### src/verilog/adc_trig_pkg.sv
package adc_trig_pkg;

  localparam int unsigned CLK_PERIOD_NS = 8;
  localparam int unsigned DELAY_STEP_US = 50;
  localparam int unsigned WAIT_UNIT_US  = 20;
  localparam int unsigned DELAY_STEP_CYC_DEF =
    (DELAY_STEP_US * 1000 + CLK_PERIOD_NS - 1) / CLK_PERIOD_NS;
  localparam int unsigned WAIT_UNIT_CYC_DEF =
    (WAIT_UNIT_US * 1000 + CLK_PERIOD_NS - 1) / CLK_PERIOD_NS;

  localparam int unsigned TMR_W  = 24;
  localparam int unsigned RES_W  = 11;
  localparam int unsigned CNT_W  = 9;
  localparam int unsigned ADDR_W = 8;

  localparam logic [ADDR_W-1:0] ADDR_CTRL   = 8'h00;
  localparam logic [ADDR_W-1:0] ADDR_STATUS = 8'h04;
  localparam logic [ADDR_W-1:0] ADDR_UPPER  = 8'h08;
  localparam logic [ADDR_W-1:0] ADDR_LOWER  = 8'h0c;

  localparam logic [1:0] RESP_OKAY   = 2'h0;
  localparam logic [1:0] RESP_SLVERR = 2'h2;

  localparam logic [31:0]      CTRL_MASK = 32'h0000ffff;
  localparam logic [31:0]      CTRL_RST  = 32'h00000000;
  localparam logic [RES_W-1:0] UPPER_RST = 11'h7ff;
  localparam logic [RES_W-1:0] LOWER_RST = 11'h000;

  localparam int unsigned BIT_BUSY    = 0;
  localparam int unsigned BIT_LIMIT   = 1;
  localparam int unsigned BIT_ARMED   = 2;
  localparam int unsigned BIT_CNT_LSB = 8;

  localparam logic [CNT_W-1:0] ONE_SAMPLE = 9'h001;
  localparam logic [2:0]       CODE_ONE   = 3'h0;
  localparam logic [3:0]       CNT_SHIFT  = 4'h1;

  // Wait times in 20 us units, indexed by the wait code.
  localparam logic [RES_W-1:0] WAIT_UNITS [0:15] = '{
    11'h000, 11'h001, 11'h002, 11'h003, 11'h004, 11'h008, 11'h00c, 11'h010,
    11'h020, 11'h040, 11'h060, 11'h080, 11'h100, 11'h200, 11'h300, 11'h400
  };

  typedef struct packed {
    logic [15:0] rsvd;
    logic [2:0]  count_code;
    logic [3:0]  wait_code;
    logic [3:0]  delay_code;
    logic        cont;
    logic        gate;
    logic        rising;
    logic        ext;
    logic        en;
  } ctrl_s;

  typedef enum logic [2:0] {
    S_IDLE, S_ARMED, S_DELAY, S_START, S_CONVERT, S_WAIT, S_HOLD
  } seq_state_e;

endpackage

### src/verilog/interval_timer.sv
`timescale 1ns/10ps
module interval_timer
  import adc_trig_pkg::*;
(
  input  wire logic             clk_i,    // System clock.
  input  wire logic             rst_i,    // Synchronous reset, active high.
  input  wire logic             load_i,   // Start timing a new interval.
  input  wire logic [TMR_W-1:0] count_i,  // Interval length in cycles.
  output logic                  expire_o  // One-cycle pulse at interval end.
);

  logic [TMR_W-1:0] cnt_r;
  logic [TMR_W-1:0] cnt_nxt;
  logic             run_r;
  logic             run_nxt;
  logic             expire_r;
  logic             expire_nxt;

  always_comb begin
    cnt_nxt    = cnt_r;
    run_nxt    = run_r;
    expire_nxt = 1'b0;
    if (load_i) begin
      cnt_nxt = count_i;
      run_nxt = 1'b1;
    end else if (run_r) begin
      if (cnt_r == '0) begin
        run_nxt    = 1'b0;
        expire_nxt = 1'b1;
      end else begin
        cnt_nxt = cnt_r - 1'b1;
      end
    end
  end

  always_ff @(posedge clk_i) begin
    if (rst_i) begin
      cnt_r    <= '0;
      run_r    <= 1'b0;
      expire_r <= 1'b0;
    end else begin
      cnt_r    <= cnt_nxt;
      run_r    <= run_nxt;
      expire_r <= expire_nxt;
    end
  end

  assign expire_o = expire_r;

endmodule

### src/verilog/adc_trigger_sequencer.sv
// The placing of the registers and register access over AXI4-Lite were left to the implementer.
`timescale 1ns/10ps
module adc_trigger_sequencer
  import adc_trig_pkg::*;
#(
  parameter int unsigned DELAY_STEP_CYC = DELAY_STEP_CYC_DEF,
  parameter int unsigned WAIT_UNIT_CYC  = WAIT_UNIT_CYC_DEF
)(
  input  wire logic              clk_i,           // System clock, 125 MHz.
  input  wire logic              rst_i,           // Synchronous reset, active high.
  input  wire logic [ADDR_W-1:0] s_axi_awaddr,    // Write address.
  input  wire logic              s_axi_awvalid,   // Write address valid.
  output logic                   s_axi_awready,   // Write address ready.
  input  wire logic [31:0]       s_axi_wdata,     // Write data.
  input  wire logic [3:0]        s_axi_wstrb,     // Write byte strobes.
  input  wire logic              s_axi_wvalid,    // Write data valid.
  output logic                   s_axi_wready,    // Write data ready.
  output logic [1:0]             s_axi_bresp,     // Write response.
  output logic                   s_axi_bvalid,    // Write response valid.
  input  wire logic              s_axi_bready,    // Write response ready.
  input  wire logic [ADDR_W-1:0] s_axi_araddr,    // Read address.
  input  wire logic              s_axi_arvalid,   // Read address valid.
  output logic                   s_axi_arready,   // Read address ready.
  output logic [31:0]            s_axi_rdata,     // Read data.
  output logic [1:0]             s_axi_rresp,     // Read response.
  output logic                   s_axi_rvalid,    // Read data valid.
  input  wire logic              s_axi_rready,    // Read data ready.
  input  wire logic              ext_trigger_pin, // Asynchronous trigger pin.
  input  wire logic              conv_done_i,     // Converter finished, pulse.
  input  wire logic [RES_W-1:0]  conv_result_i,   // Result valid with done.
  output logic                   conv_start_o,    // Start one conversion, pulse.
  output logic                   busy_o,          // Cycle in progress.
  output logic                   cycle_done_o,    // Cycle ended with done, pulse.
  output logic                   limit_irq_o      // Out-of-limit flag, level.
);

  // Bus and register state.
  ctrl_s             ctrl_r;
  ctrl_s             ctrl_nxt;
  logic [RES_W-1:0]  upper_r;
  logic [RES_W-1:0]  upper_nxt;
  logic [RES_W-1:0]  lower_r;
  logic [RES_W-1:0]  lower_nxt;
  logic              awready_r;
  logic              awready_nxt;
  logic              wready_r;
  logic              wready_nxt;
  logic [ADDR_W-1:0] awaddr_r;
  logic [ADDR_W-1:0] awaddr_nxt;
  logic [31:0]       wdata_r;
  logic [31:0]       wdata_nxt;
  logic [3:0]        wstrb_r;
  logic [3:0]        wstrb_nxt;
  logic              bvalid_r;
  logic              bvalid_nxt;
  logic [1:0]        bresp_r;
  logic [1:0]        bresp_nxt;
  logic              arready_r;
  logic              arready_nxt;
  logic              rvalid_r;
  logic              rvalid_nxt;
  logic [31:0]       rdata_r;
  logic [31:0]       rdata_nxt;
  logic [1:0]        rresp_r;
  logic [1:0]        rresp_nxt;
  logic              clr_limit;

  // Sequencer state.
  seq_state_e        state_r;
  seq_state_e        state_nxt;
  ctrl_s             cfg_r;
  ctrl_s             cfg_nxt;
  logic [CNT_W-1:0]  samples_r;
  logic [CNT_W-1:0]  samples_nxt;
  logic              last_r;
  logic              last_nxt;
  logic              seen_r;
  logic              seen_nxt;
  logic              busy_r;
  logic              busy_nxt;
  logic              limit_r;
  logic              limit_nxt;
  logic              done_r;
  logic              done_nxt;
  logic              start_r;
  logic              start_nxt;
  logic              en_prev_r;
  logic [2:0]        trig_sync_r;
  logic              trig_lvl_r;
  logic              trig_lvl_nxt;
  logic              trig_prev_r;

  logic              trig_edge;
  logic              trig_active;
  logic              dly_load;
  logic              dly_expire;
  logic              wait_load;
  logic              wait_expire;
  logic [TMR_W-1:0]  dly_count;
  logic [TMR_W-1:0]  wait_count;
  logic [CNT_W-1:0]  target;
  logic [CNT_W-1:0]  samples_inc;
  logic              out_of_range;

  function automatic logic [31:0] merge(input logic [31:0] old, input logic [31:0] data,
                                        input logic [3:0] strb);
    logic [31:0] res;
    res = old;
    for (int b = 0; b < 4; b++) begin
      if (strb[b]) begin
        res[8*b +: 8] = data[8*b +: 8];
      end
    end
    return res;
  endfunction

  always_comb begin
    ctrl_nxt    = ctrl_r;
    upper_nxt   = upper_r;
    lower_nxt   = lower_r;
    awready_nxt = awready_r;
    wready_nxt  = wready_r;
    awaddr_nxt  = awaddr_r;
    wdata_nxt   = wdata_r;
    wstrb_nxt   = wstrb_r;
    bvalid_nxt  = bvalid_r;
    bresp_nxt   = bresp_r;
    arready_nxt = arready_r;
    rvalid_nxt  = rvalid_r;
    rdata_nxt   = rdata_r;
    rresp_nxt   = rresp_r;
    clr_limit   = 1'b0;
    if (s_axi_awvalid && awready_r) begin
      awaddr_nxt  = s_axi_awaddr;
      awready_nxt = 1'b0;
    end
    if (s_axi_wvalid && wready_r) begin
      wdata_nxt  = s_axi_wdata;
      wstrb_nxt  = s_axi_wstrb;
      wready_nxt = 1'b0;
    end
    // Both halves held: commit the write once and raise the answer on the same edge.
    if (!awready_r && !wready_r && !bvalid_r) begin
      bvalid_nxt = 1'b1;
      bresp_nxt  = RESP_OKAY;
      unique case (awaddr_r)
        ADDR_CTRL:   ctrl_nxt  = ctrl_s'(merge(ctrl_r, wdata_r, wstrb_r) & CTRL_MASK);
        ADDR_STATUS: clr_limit = wstrb_r[0] && wdata_r[BIT_LIMIT];
        ADDR_UPPER:  upper_nxt = RES_W'(merge(32'(upper_r), wdata_r, wstrb_r));
        ADDR_LOWER:  lower_nxt = RES_W'(merge(32'(lower_r), wdata_r, wstrb_r));
        default:     bresp_nxt = RESP_SLVERR;
      endcase
    end
    if (bvalid_r && s_axi_bready) begin
      bvalid_nxt  = 1'b0;
      awready_nxt = 1'b1;
      wready_nxt  = 1'b1;
    end
    if (s_axi_arvalid && arready_r) begin
      arready_nxt = 1'b0;
      rvalid_nxt  = 1'b1;
      rresp_nxt   = RESP_OKAY;
      rdata_nxt   = '0;
      unique case (s_axi_araddr)
        ADDR_CTRL: rdata_nxt = ctrl_r;
        ADDR_STATUS: begin
          rdata_nxt[BIT_BUSY]                   = busy_r;
          rdata_nxt[BIT_LIMIT]                  = limit_r;
          rdata_nxt[BIT_ARMED]                  = (state_r == S_ARMED);
          rdata_nxt[BIT_CNT_LSB +: CNT_W]       = samples_r;
        end
        ADDR_UPPER: rdata_nxt[RES_W-1:0] = upper_r;
        ADDR_LOWER: rdata_nxt[RES_W-1:0] = lower_r;
        default:    rresp_nxt = RESP_SLVERR;
      endcase
    end
    if (rvalid_r && s_axi_rready) begin
      rvalid_nxt  = 1'b0;
      arready_nxt = 1'b1;
    end
  end

  always_ff @(posedge clk_i) begin
    if (rst_i) begin
      ctrl_r    <= ctrl_s'(CTRL_RST);
      upper_r   <= UPPER_RST;
      lower_r   <= LOWER_RST;
      awready_r <= 1'b1;
      wready_r  <= 1'b1;
      awaddr_r  <= '0;
      wdata_r   <= '0;
      wstrb_r   <= '0;
      bvalid_r  <= 1'b0;
      bresp_r   <= RESP_OKAY;
      arready_r <= 1'b1;
      rvalid_r  <= 1'b0;
      rdata_r   <= '0;
      rresp_r   <= RESP_OKAY;
    end else begin
      ctrl_r    <= ctrl_nxt;
      upper_r   <= upper_nxt;
      lower_r   <= lower_nxt;
      awready_r <= awready_nxt;
      wready_r  <= wready_nxt;
      awaddr_r  <= awaddr_nxt;
      wdata_r   <= wdata_nxt;
      wstrb_r   <= wstrb_nxt;
      bvalid_r  <= bvalid_nxt;
      bresp_r   <= bresp_nxt;
      arready_r <= arready_nxt;
      rvalid_r  <= rvalid_nxt;
      rdata_r   <= rdata_nxt;
      rresp_r   <= rresp_nxt;
    end
  end

  // A glitch shorter than two cycles never reaches the edge detector.
  assign trig_lvl_nxt = (trig_sync_r[1] == trig_sync_r[2]) ? trig_sync_r[2] :
                        trig_lvl_r;
  assign trig_active  = (trig_lvl_r == cfg_r.rising);
  assign trig_edge    = (trig_lvl_r != trig_prev_r) && trig_active;

  assign dly_count   = TMR_W'(32'(cfg_r.delay_code) * DELAY_STEP_CYC);
  assign wait_count  = TMR_W'(32'(WAIT_UNITS[cfg_r.wait_code]) * WAIT_UNIT_CYC);
  assign target      = (cfg_r.count_code == CODE_ONE) ? ONE_SAMPLE :
                       CNT_W'(ONE_SAMPLE << (4'(cfg_r.count_code) + CNT_SHIFT));
  assign samples_inc = samples_r + 1'b1;
  assign out_of_range = (conv_result_i > upper_r) || (conv_result_i < lower_r);

  interval_timer u_delay (
    .clk_i    (clk_i),
    .rst_i    (rst_i),
    .load_i   (dly_load),
    .count_i  (dly_count),
    .expire_o (dly_expire)
  );

  interval_timer u_wait (
    .clk_i    (clk_i),
    .rst_i    (rst_i),
    .load_i   (wait_load),
    .count_i  (wait_count),
    .expire_o (wait_expire)
  );

  always_comb begin
    state_nxt   = state_r;
    cfg_nxt     = cfg_r;
    samples_nxt = samples_r;
    last_nxt    = last_r;
    seen_nxt    = seen_r;
    busy_nxt    = busy_r;
    limit_nxt   = limit_r;
    done_nxt    = 1'b0;
    start_nxt   = 1'b0;
    dly_load    = 1'b0;
    wait_load   = 1'b0;
    if (clr_limit) begin
      limit_nxt = 1'b0;
    end
    unique case (state_r)
      S_IDLE: begin
        busy_nxt = 1'b0;
        if (ctrl_r.en && !en_prev_r) begin
          cfg_nxt     = ctrl_r;
          samples_nxt = '0;
          last_nxt    = 1'b0;
          busy_nxt    = 1'b1;
          state_nxt   = ctrl_r.ext ? S_ARMED : S_START;
        end
      end
      S_ARMED: begin
        // Armed with no trigger, clearing the enable ends the cycle and clearing pin triggering starts a conversion.
        if (!ctrl_r.en) begin
          busy_nxt  = 1'b0;
          state_nxt = S_IDLE;
        end else if (trig_edge) begin
          dly_load  = 1'b1;
          state_nxt = S_DELAY;
        end else if (!ctrl_r.ext) begin
          // Pin triggering was switched off while armed, so the internal trigger takes over.
          state_nxt = S_START;
        end
      end
      S_DELAY: begin
        if (dly_expire) begin
          state_nxt = trig_active ? S_START : S_ARMED;
        end
      end
      S_START: begin
        start_nxt = 1'b1;
        state_nxt = S_CONVERT;
      end
      S_CONVERT: begin
        if (conv_done_i) begin
          samples_nxt = samples_inc;
          if (out_of_range) begin
            limit_nxt = 1'b1;
            done_nxt  = 1'b1;
            busy_nxt  = 1'b0;
            state_nxt = S_IDLE;
          end else if (last_r || (samples_inc == target && !cfg_r.cont)) begin
            done_nxt  = 1'b1;
            busy_nxt  = 1'b0;
            state_nxt = S_IDLE;
          end else if (samples_inc == target) begin
            // Live bits decide the restart so the host can leave cleanly.
            samples_nxt = '0;
            last_nxt    = !ctrl_r.cont;
            state_nxt   = ctrl_r.ext ? S_ARMED : S_START;
          end else begin
            wait_load = 1'b1;
            seen_nxt  = 1'b0;
            state_nxt = S_WAIT;
          end
        end
      end
      S_WAIT: begin
        if (trig_edge && cfg_r.gate) begin
          seen_nxt = 1'b1;
        end
        if (wait_expire) begin
          if (cfg_r.ext && cfg_r.gate) begin
            state_nxt = ((seen_r || trig_edge) && trig_active) ? S_START : S_HOLD;
          end else begin
            state_nxt = S_START;
          end
        end
      end
      S_HOLD: begin
        if (trig_edge) begin
          state_nxt = S_START;
        end
      end
    endcase
  end

  always_ff @(posedge clk_i) begin
    if (rst_i) begin
      state_r     <= S_IDLE;
      cfg_r       <= ctrl_s'(CTRL_RST);
      samples_r   <= '0;
      last_r      <= 1'b0;
      seen_r      <= 1'b0;
      busy_r      <= 1'b0;
      limit_r     <= 1'b0;
      done_r      <= 1'b0;
      start_r     <= 1'b0;
      en_prev_r   <= 1'b0;
      trig_sync_r <= '0;
      trig_lvl_r  <= 1'b0;
      trig_prev_r <= 1'b0;
    end else begin
      state_r     <= state_nxt;
      cfg_r       <= cfg_nxt;
      samples_r   <= samples_nxt;
      last_r      <= last_nxt;
      seen_r      <= seen_nxt;
      busy_r      <= busy_nxt;
      limit_r     <= limit_nxt;
      done_r      <= done_nxt;
      start_r     <= start_nxt;
      en_prev_r   <= ctrl_r.en;
      trig_sync_r <= {trig_sync_r[1:0], ext_trigger_pin};
      trig_lvl_r  <= trig_lvl_nxt;
      trig_prev_r <= trig_lvl_r;
    end
  end

  assign s_axi_awready = awready_r;
  assign s_axi_wready  = wready_r;
  assign s_axi_bresp   = bresp_r;
  assign s_axi_bvalid  = bvalid_r;
  assign s_axi_arready = arready_r;
  assign s_axi_rdata   = rdata_r;
  assign s_axi_rresp   = rresp_r;
  assign s_axi_rvalid  = rvalid_r;
  assign conv_start_o  = start_r;
  assign busy_o        = busy_r;
  assign cycle_done_o  = done_r;
  assign limit_irq_o   = limit_r;

endmodule

### config.mk
export PLATFORM = sky130hd
export DESIGN_NAME = adc_trigger_sequencer
export DESIGN_NICKNAME = d
export VERILOG_FILES = /design/src/verilog/adc_trig_pkg.sv /design/src/verilog/interval_timer.sv /design/src/verilog/adc_trigger_sequencer.sv
export SDC_FILE = /design/constraint.sdc
export NUM_CORES = 1
export LEC_CHECK = 0
export BUFFER_PORTS_ARGS = -buffer_cell sky130_fd_sc_hd__buf_2
export CORE_ASPECT_RATIO = 0.5
export CORE_MARGIN = 2
export CORE_UTILIZATION = 40
export CTS_CLUSTER_DIAMETER = 200
export DETAILED_ROUTE_END_ITERATION = 12
export GPL_TIMING_DRIVEN = 0
export PLACE_DENSITY_LB_ADDON = 0.1
export RECOVER_POWER = 25
export SLEW_MARGIN = 15
export SYNTH_ARGS = -nofsm -noshare
export SYNTH_HDL_FRONTEND = slang
export SYNTH_SLANG_ARGS = --single-unit
### constraint.sdc
create_clock -name clk_i -period 8.9 [get_ports clk_i]
set_input_delay 0.445 -clock clk_i [delete_from_list [all_inputs] [get_ports clk_i]]
set_output_delay 0.445 -clock clk_i [all_outputs]
set_load 0.05 [all_outputs]
# Word-level counts from Yosys, hierarchy flattened

Memory sizes are Yosys's and may differ from the RTL's.
Cells that the tools add are included.
Widths: inputs -> output; s select.

Memories: 1
Word-level logic and storage cells: 239
Input port bits: 72
Bits in registers: 181
Output and inout bits: 45
ROM bits: 176

Memories:

| name             | words | width | rd ports | clocked after Yosys merged registers in | wr ports | RTL line                     | RTL |
|---|---|---|---|---|---|---|---|
| (name not given) | 16    | 11    | 1        | 0                                       | 0        | adc_trigger_sequencer.sv:224 | `assign wait_count = TMR_W'(32'(WAIT_UNITS[cfg_r.wait_code]) * WAIT_UNIT_CYC);` |

Shifts and indexed selects: 1
Reductions and logical operators: 59
Equal/unequal tests: 31
Add/subtract/negate cells: 4
Bitwise logic cells: 7
Muxes and demuxes: 80
$lt $le $gt $ge: 3
Multiply operators: 2

Operators with widths:

| kind                   | count |
|---|---|
| $mux 23                | 3 |
| $mux 9                 | 6 |
| $mux 17                | 3 |
| $logic_not 24->1       | 2 |
| $sub 24x1->24 const B  | 2 |
| $mux 1                 | 40 |
| $mux 3                 | 13 |
| $eq 8x4->1 const B     | 4 |
| $pmux 3 s4             | 2 |
| $mux 11                | 2 |
| $mul 11x10->21 const B | 1 |
| $pmux 3 s7             | 1 |
| $reduce_and 3->1       | 7 |
| $ne 2x2->1 const B     | 10 |
| $pmux 9 s2             | 1 |
| $reduce_and 6->1       | 3 |
| $eq 8x3->1 const B     | 2 |
| $logic_not 8->1        | 2 |
| $mul 4x12->16 const B  | 1 |
| $pmux 5 s3             | 1 |
| $logic_and 1x1->1      | 14 |
| $pmux 6 s2             | 1 |
| $gt 11x11->1           | 1 |
| $lt 11x11->1           | 1 |
| 28 further kinds       | 64 |

# Longest topological paths before layout

Word-level depth: 12
Depth in mapped cells: 21
Mapped depth without buffers: 21

# Hierarchy

A second synthesis with hierarchy kept.

Cells, all modules: 1385
Area total of the unflattened synthesis: 11726.2 um^2

Modules (own cells, without submodules):

| module                    | instances | sequential area each (um^2) | cells an instance | area each (um^2) |
|---|---|---|---|---|
| adc_trigger_sequencer     | 1         | 2542.4                      | 1012              | 8396.8 |
| interval_timer at u_wait  | 1         | 520.5                       | 199               | 1700.4 |
| interval_timer at u_delay | 1         | 520.5                       | 174               | 1629.1 |

# Worst setup path before layout

Ideal clock, no wire load.

Path type: flip-flop to flip-flop
Start point: reg cfg_r[12] (netlist bit)
End point: reg u_wait.cnt_r[22]
Clock period less this slack: 4833 ps
Cell stages (with the launch flop): 22
Buffers on the path: 0
Library setup time: 122 ps
Data required time: 8778 ps
Slack: 4067 ps
Arrival time: 4711 ps
Cell sequence: dfxtp_1 nor2b_1 nor2b_1 inv_1 fa_1 inv_1 ha_1 inv_1 fa_1 inv_1 ha_1 inv_1 fa_1 inv_1 ha_1 a2111oi_0 o21a_1 nor2_1 a311o_1 a21oi_1 nor3_1 o311a_1

Cells in the longest elaborated chain, start to end: 6

RTL lines:

| element                                    | RTL line                     | RTL |
|---|---|---|
| start: declaration                         | adc_trigger_sequencer.sv:71  | `ctrl_s cfg_r;` |
| start signal: assignment                   | adc_trigger_sequencer.sv:341 | `cfg_r <= ctrl_s'(CTRL_RST);` |
| start signal: assignment                   | adc_trigger_sequencer.sv:355 | `cfg_r <= cfg_nxt;` |
| $not 4->5 (implied by the code)            | adc_trigger_sequencer.sv:224 |  |
| $mem_v2 16x11                              | -                            |  |
| $mux 11 (implied by the code) (2 in a row) | adc_trigger_sequencer.sv:224 |  |
| $mul 11x10->21                             | adc_trigger_sequencer.sv:224 |  |
| $mux 23                                    | interval_timer.sv:23         | `if (load_i) begin` |
| end signal: assignment                     | interval_timer.sv:42         | `cnt_r <= cnt_nxt;` |
| end: declaration                           | interval_timer.sv:12         | `logic [TMR_W-1:0] cnt_r;` |

Every way passes these cells. The select of a mux whose other input is x is not followed.
A chain may end at the register's enable or synchronous reset.

# Worst setup path in the final report

Same ends and word-level chain as after synthesis.

==> summary.md <==
| Metric | Value |
|---|---|
| Seq pwr share | `0.434` |
| Initial Util | `0.406` |
| Clock root cell | `clkbuf_16` |
| # hold bufs at CTS | `0` |
| Top FF cell, synth | `dfxtp_1` |
| TritonCTS clock tree | `yes` |
| Crit-path leading delay family | `adder cells` |
| Fraction of layout cells with a size suffix above 1 | `0.0952` |
| Synth cell types | `76` |
| Crit path time final | `5.66 ns` |
| CP endpoint kind | `flip-flop` |
| Min setup slack post-route | `3.24 ns` |
| CP max-delay cell | `dfxtp_1` |
| Synthesized area | `11200 sq um` |
| Post-synthesis async set-or-reset flop share | `0` |
| Clk slew on worst S/H paths | `0.08 ns` |
| Startpoint types | `flip-flop` |
| Outcome | `completed` |
| Proportion of power drawn by combinational gates | `0.155` |
| Final WL | `31600 um` |
| DP HPWL | `24500 um` |
| Clock skew | `0.0145 ns` |
| Clk_lat worst skew | `0.45 ns` |
| Post-cts sizing count | `0` |
| Clock power share | `0.411` |
| Top post-synthesis cells by area | `dfxtp_1 32%, ha_1 11%, nand2_1 4.9%, nor2_1 3.9%, a21oi_1 3.7%` |
| Area growth, synth to finish | `13.6%` |
| Global Route Usage Sum | `0.220` |
| Buffers on Ports | `79` |
| Rel. slew slack | `0.322` |
| Most numerous cell in the Yosys netlist | `dfxtp_1` |
| Post-synth top cells | `179 x dfxtp_1, 148 x nand2_1, 117 x nor2_1, 103 x inv_1, 100 x ha_1` |
| Core ar. | `27700 sq um` |
| Net Sw Frac | `0.306` |
| Maximum vdd drop | `0.147 mV` |
| Grt ovf | `0` |
| Fin nets | `1640` |
| DRC | `0` |
| Maximum clock path buffer count | `2` |
| Max-slew violations | `0` |
| Post-CTS repair timing setup buffer count | `0` |
| Synth area leader | `dfxtp_1` |
| Global-route wire length before repair | `50300 um` |
| Pwr/cell area | `153 nW/um^2` |
| Die Span Y | `122 um` |
| Largest net degree at the start of global routing | `19` |
| Max Fclk | `177 MHz` |
| Syn_area_per_cell | `8.42 sq um` |
| Crit-path cells | `nor2b_1, nor2b_1, inv_1, fa_1, inv_1, ha_1, inv_1, fa_1, inv_1, ha_1, inv_1, fa_1, inv_1, ha_1, a2111oi_0, o21a_1, nor2_1, a311o_1, a21oi_1, nor3_1, o311a_1` |
| CP Max Fanout | `7` |
| Num CTS Buffers | `17` |
| Detailed Route Iter0 Violations | `749` |
| Antenna violations before repair | `0` |
| Sequential area share after synthesis | `0.319` |
| RSZ-0062 raised after global routing | `no` |
| ANT nets after route | `0` |
| TritonCTS sink count | `179` |
| Final hold vios | `0` |
| DR vias | `9778` |
| First-pass detailed-route iteration total | `5` |
| Placer Congestion | `0.882` |
| Ports | `117` |
| Worst EP required | `9.24 ns` |
| Synth top area share | `0.319` |
| CTS HTree Levels | `4` |
| #FFs+latches synth | `179` |
| Die width | `241 um` |
| Hold slack | `0.195 ns` |
| Routed vias/inst | `5.31` |
| Vias in the first global route | `9263` |
| Bufs and invs on worst path | `6` |
| CP peak stage delay | `0.55 ns` |
| Synthesized instance count | `1333` |
| Most used cell, CP | `inv_1` |
| Internal Power | `1360 uW` |
| Pleak | `0.00552 uW` |
| Routed WL per cell | `17.1 um` |
| NetSw | `600 uW` |
| CP Data Arrival Time | `6.00 ns` |
| Setup CP Type | `flip-flop to flip-flop` |
| Pre-CTS setup slack | `3.33 ns` |
| Final setup TNS | `0 ns` |
| Worst slew pin tran | `1.02 ns` |
| Hold Path Class | `input port to flip-flop` |
| Tcrit/Tclk final | `0.636` |
| Synth warnings | `0` |
| Die ar. | `29500 sq um` |
| Post-synth EDFFs | `0` |
| Row cnt | `43` |
| Setup violators final | `0` |
| Number of max-cap violations | `0` |
routing by layer:
layer  vias to the layer above  wire length, um  track usage
li1                       4901                -            -
met1                      4636            15600        0.314
met2                       208            14200        0.347
met3                        33             1410       0.0355
met4                         0              423       0.0521
met5                         -                0            0
layout by cell type (no fill, tap or decap), types with 13 or more instances in the layout:
cell / count
buf_2: 54
clkbuf_1: 73
nor2b_1: 18
nand4_1: 13
mux2i_1: 28
nand3_1: 32
o21ai_0: 39
a21oi_1: 83
or3_1: 16
a22oi_1: 23
nor4_1: 18
a211oi_1: 34
ha_1: 100
clkbuf_16: 17
conb_1: 17
nand2_1: 148
nor3_1: 28
xor2_1: 27
fa_1: 20
o211ai_1: 24
dfxtp_1: 179
buf_4: 20
xnor2_1: 42
nor2_1: 117
inv_1: 103
through the flow:
stage	cell area, sq um	total power (uW)	util	instances
after floorplan	11300	1080	-	1349
after global placement	12200	1160	0.440	1810
after detailed placement	12200	1170	0.440	1811
after CTS	12800	1970	0.463	1842
after global routing	12800	2030	0.461	1842
final	12800	1960	0.461	1843
power groups by stage:
stage	Sequential (uW)	Combinational, uW	Clock, uW
after global routing	853	332	847
after global placement	867	298	0
after detailed placement	868	301	0
final	850	303	805
after floorplan	872	207	0
after CTS	849	303	817
final timing paths:
| path | cells past startpoint | end | start | slack [ns] |
|---|---|---|---|---|
| setup / recovery | 21 | u_wait.cnt_r[22]$_SDFFE_PP0P_ | cfg_r[12]$_SDFFE_PP0P_ | 3.24 |
| hold / removal | 2 | s_axi_wready$_SDFFE_PP1P_ | s_axi_wvalid | 0.19 |
| setup reg to reg | 21 | u_wait.cnt_r[22]$_SDFFE_PP0P_ | cfg_r[12]$_SDFFE_PP0P_ | 3.24 |
| hold reg to reg | 1 | trig_sync_r[1]$_SDFF_PP0_ | trig_sync_r[0]$_SDFF_PP0_ | 0.44 |
kinds of logic (layout without fill, tap and decap cells):
group                      after synthesis  after routing  share of synthesized area
adders and majority gates              120            120                      0.147
and+or+nand+nor                        460            460                      0.198
other                                    1             18                   0.000334
xor gates and xnor gates                69             69                     0.0538
buffers and inverters                  178            289                     0.0664
muxes                                   41             41                     0.0440
AOI/OAI and AO/OA                      285            285                      0.171
DFF                                    179            179                      0.319
sequential cells by signal, summed over array words and instances, names as in the netlist, 2 cells and up:
name / flops
u_wait.cnt_r: 24
state_r: 3
samples_r: 9
ctrl_r: 16
wstrb_r: 2
cfg_r: 15
u_delay.cnt_r: 24
wdata_r: 16
awaddr_r: 8
trig_sync_r: 3
lower_r: 11
upper_r: 11
s_axi_rdata: 17
final cells by class:
class / instances / area, sq um
antenna: 1 / 2.50
buffer: 75 / 359
clock buffer: 17 / 425
clock inverter: 14 / 194
fill: 2773 / 14900
inverter: 103 / 387
multi-input combinational: 992 / 6960
sequential: 179 / 3580
tap: 382 / 478
timing repair buffer: 80 / 367
(Power assumes the default switching activity.)
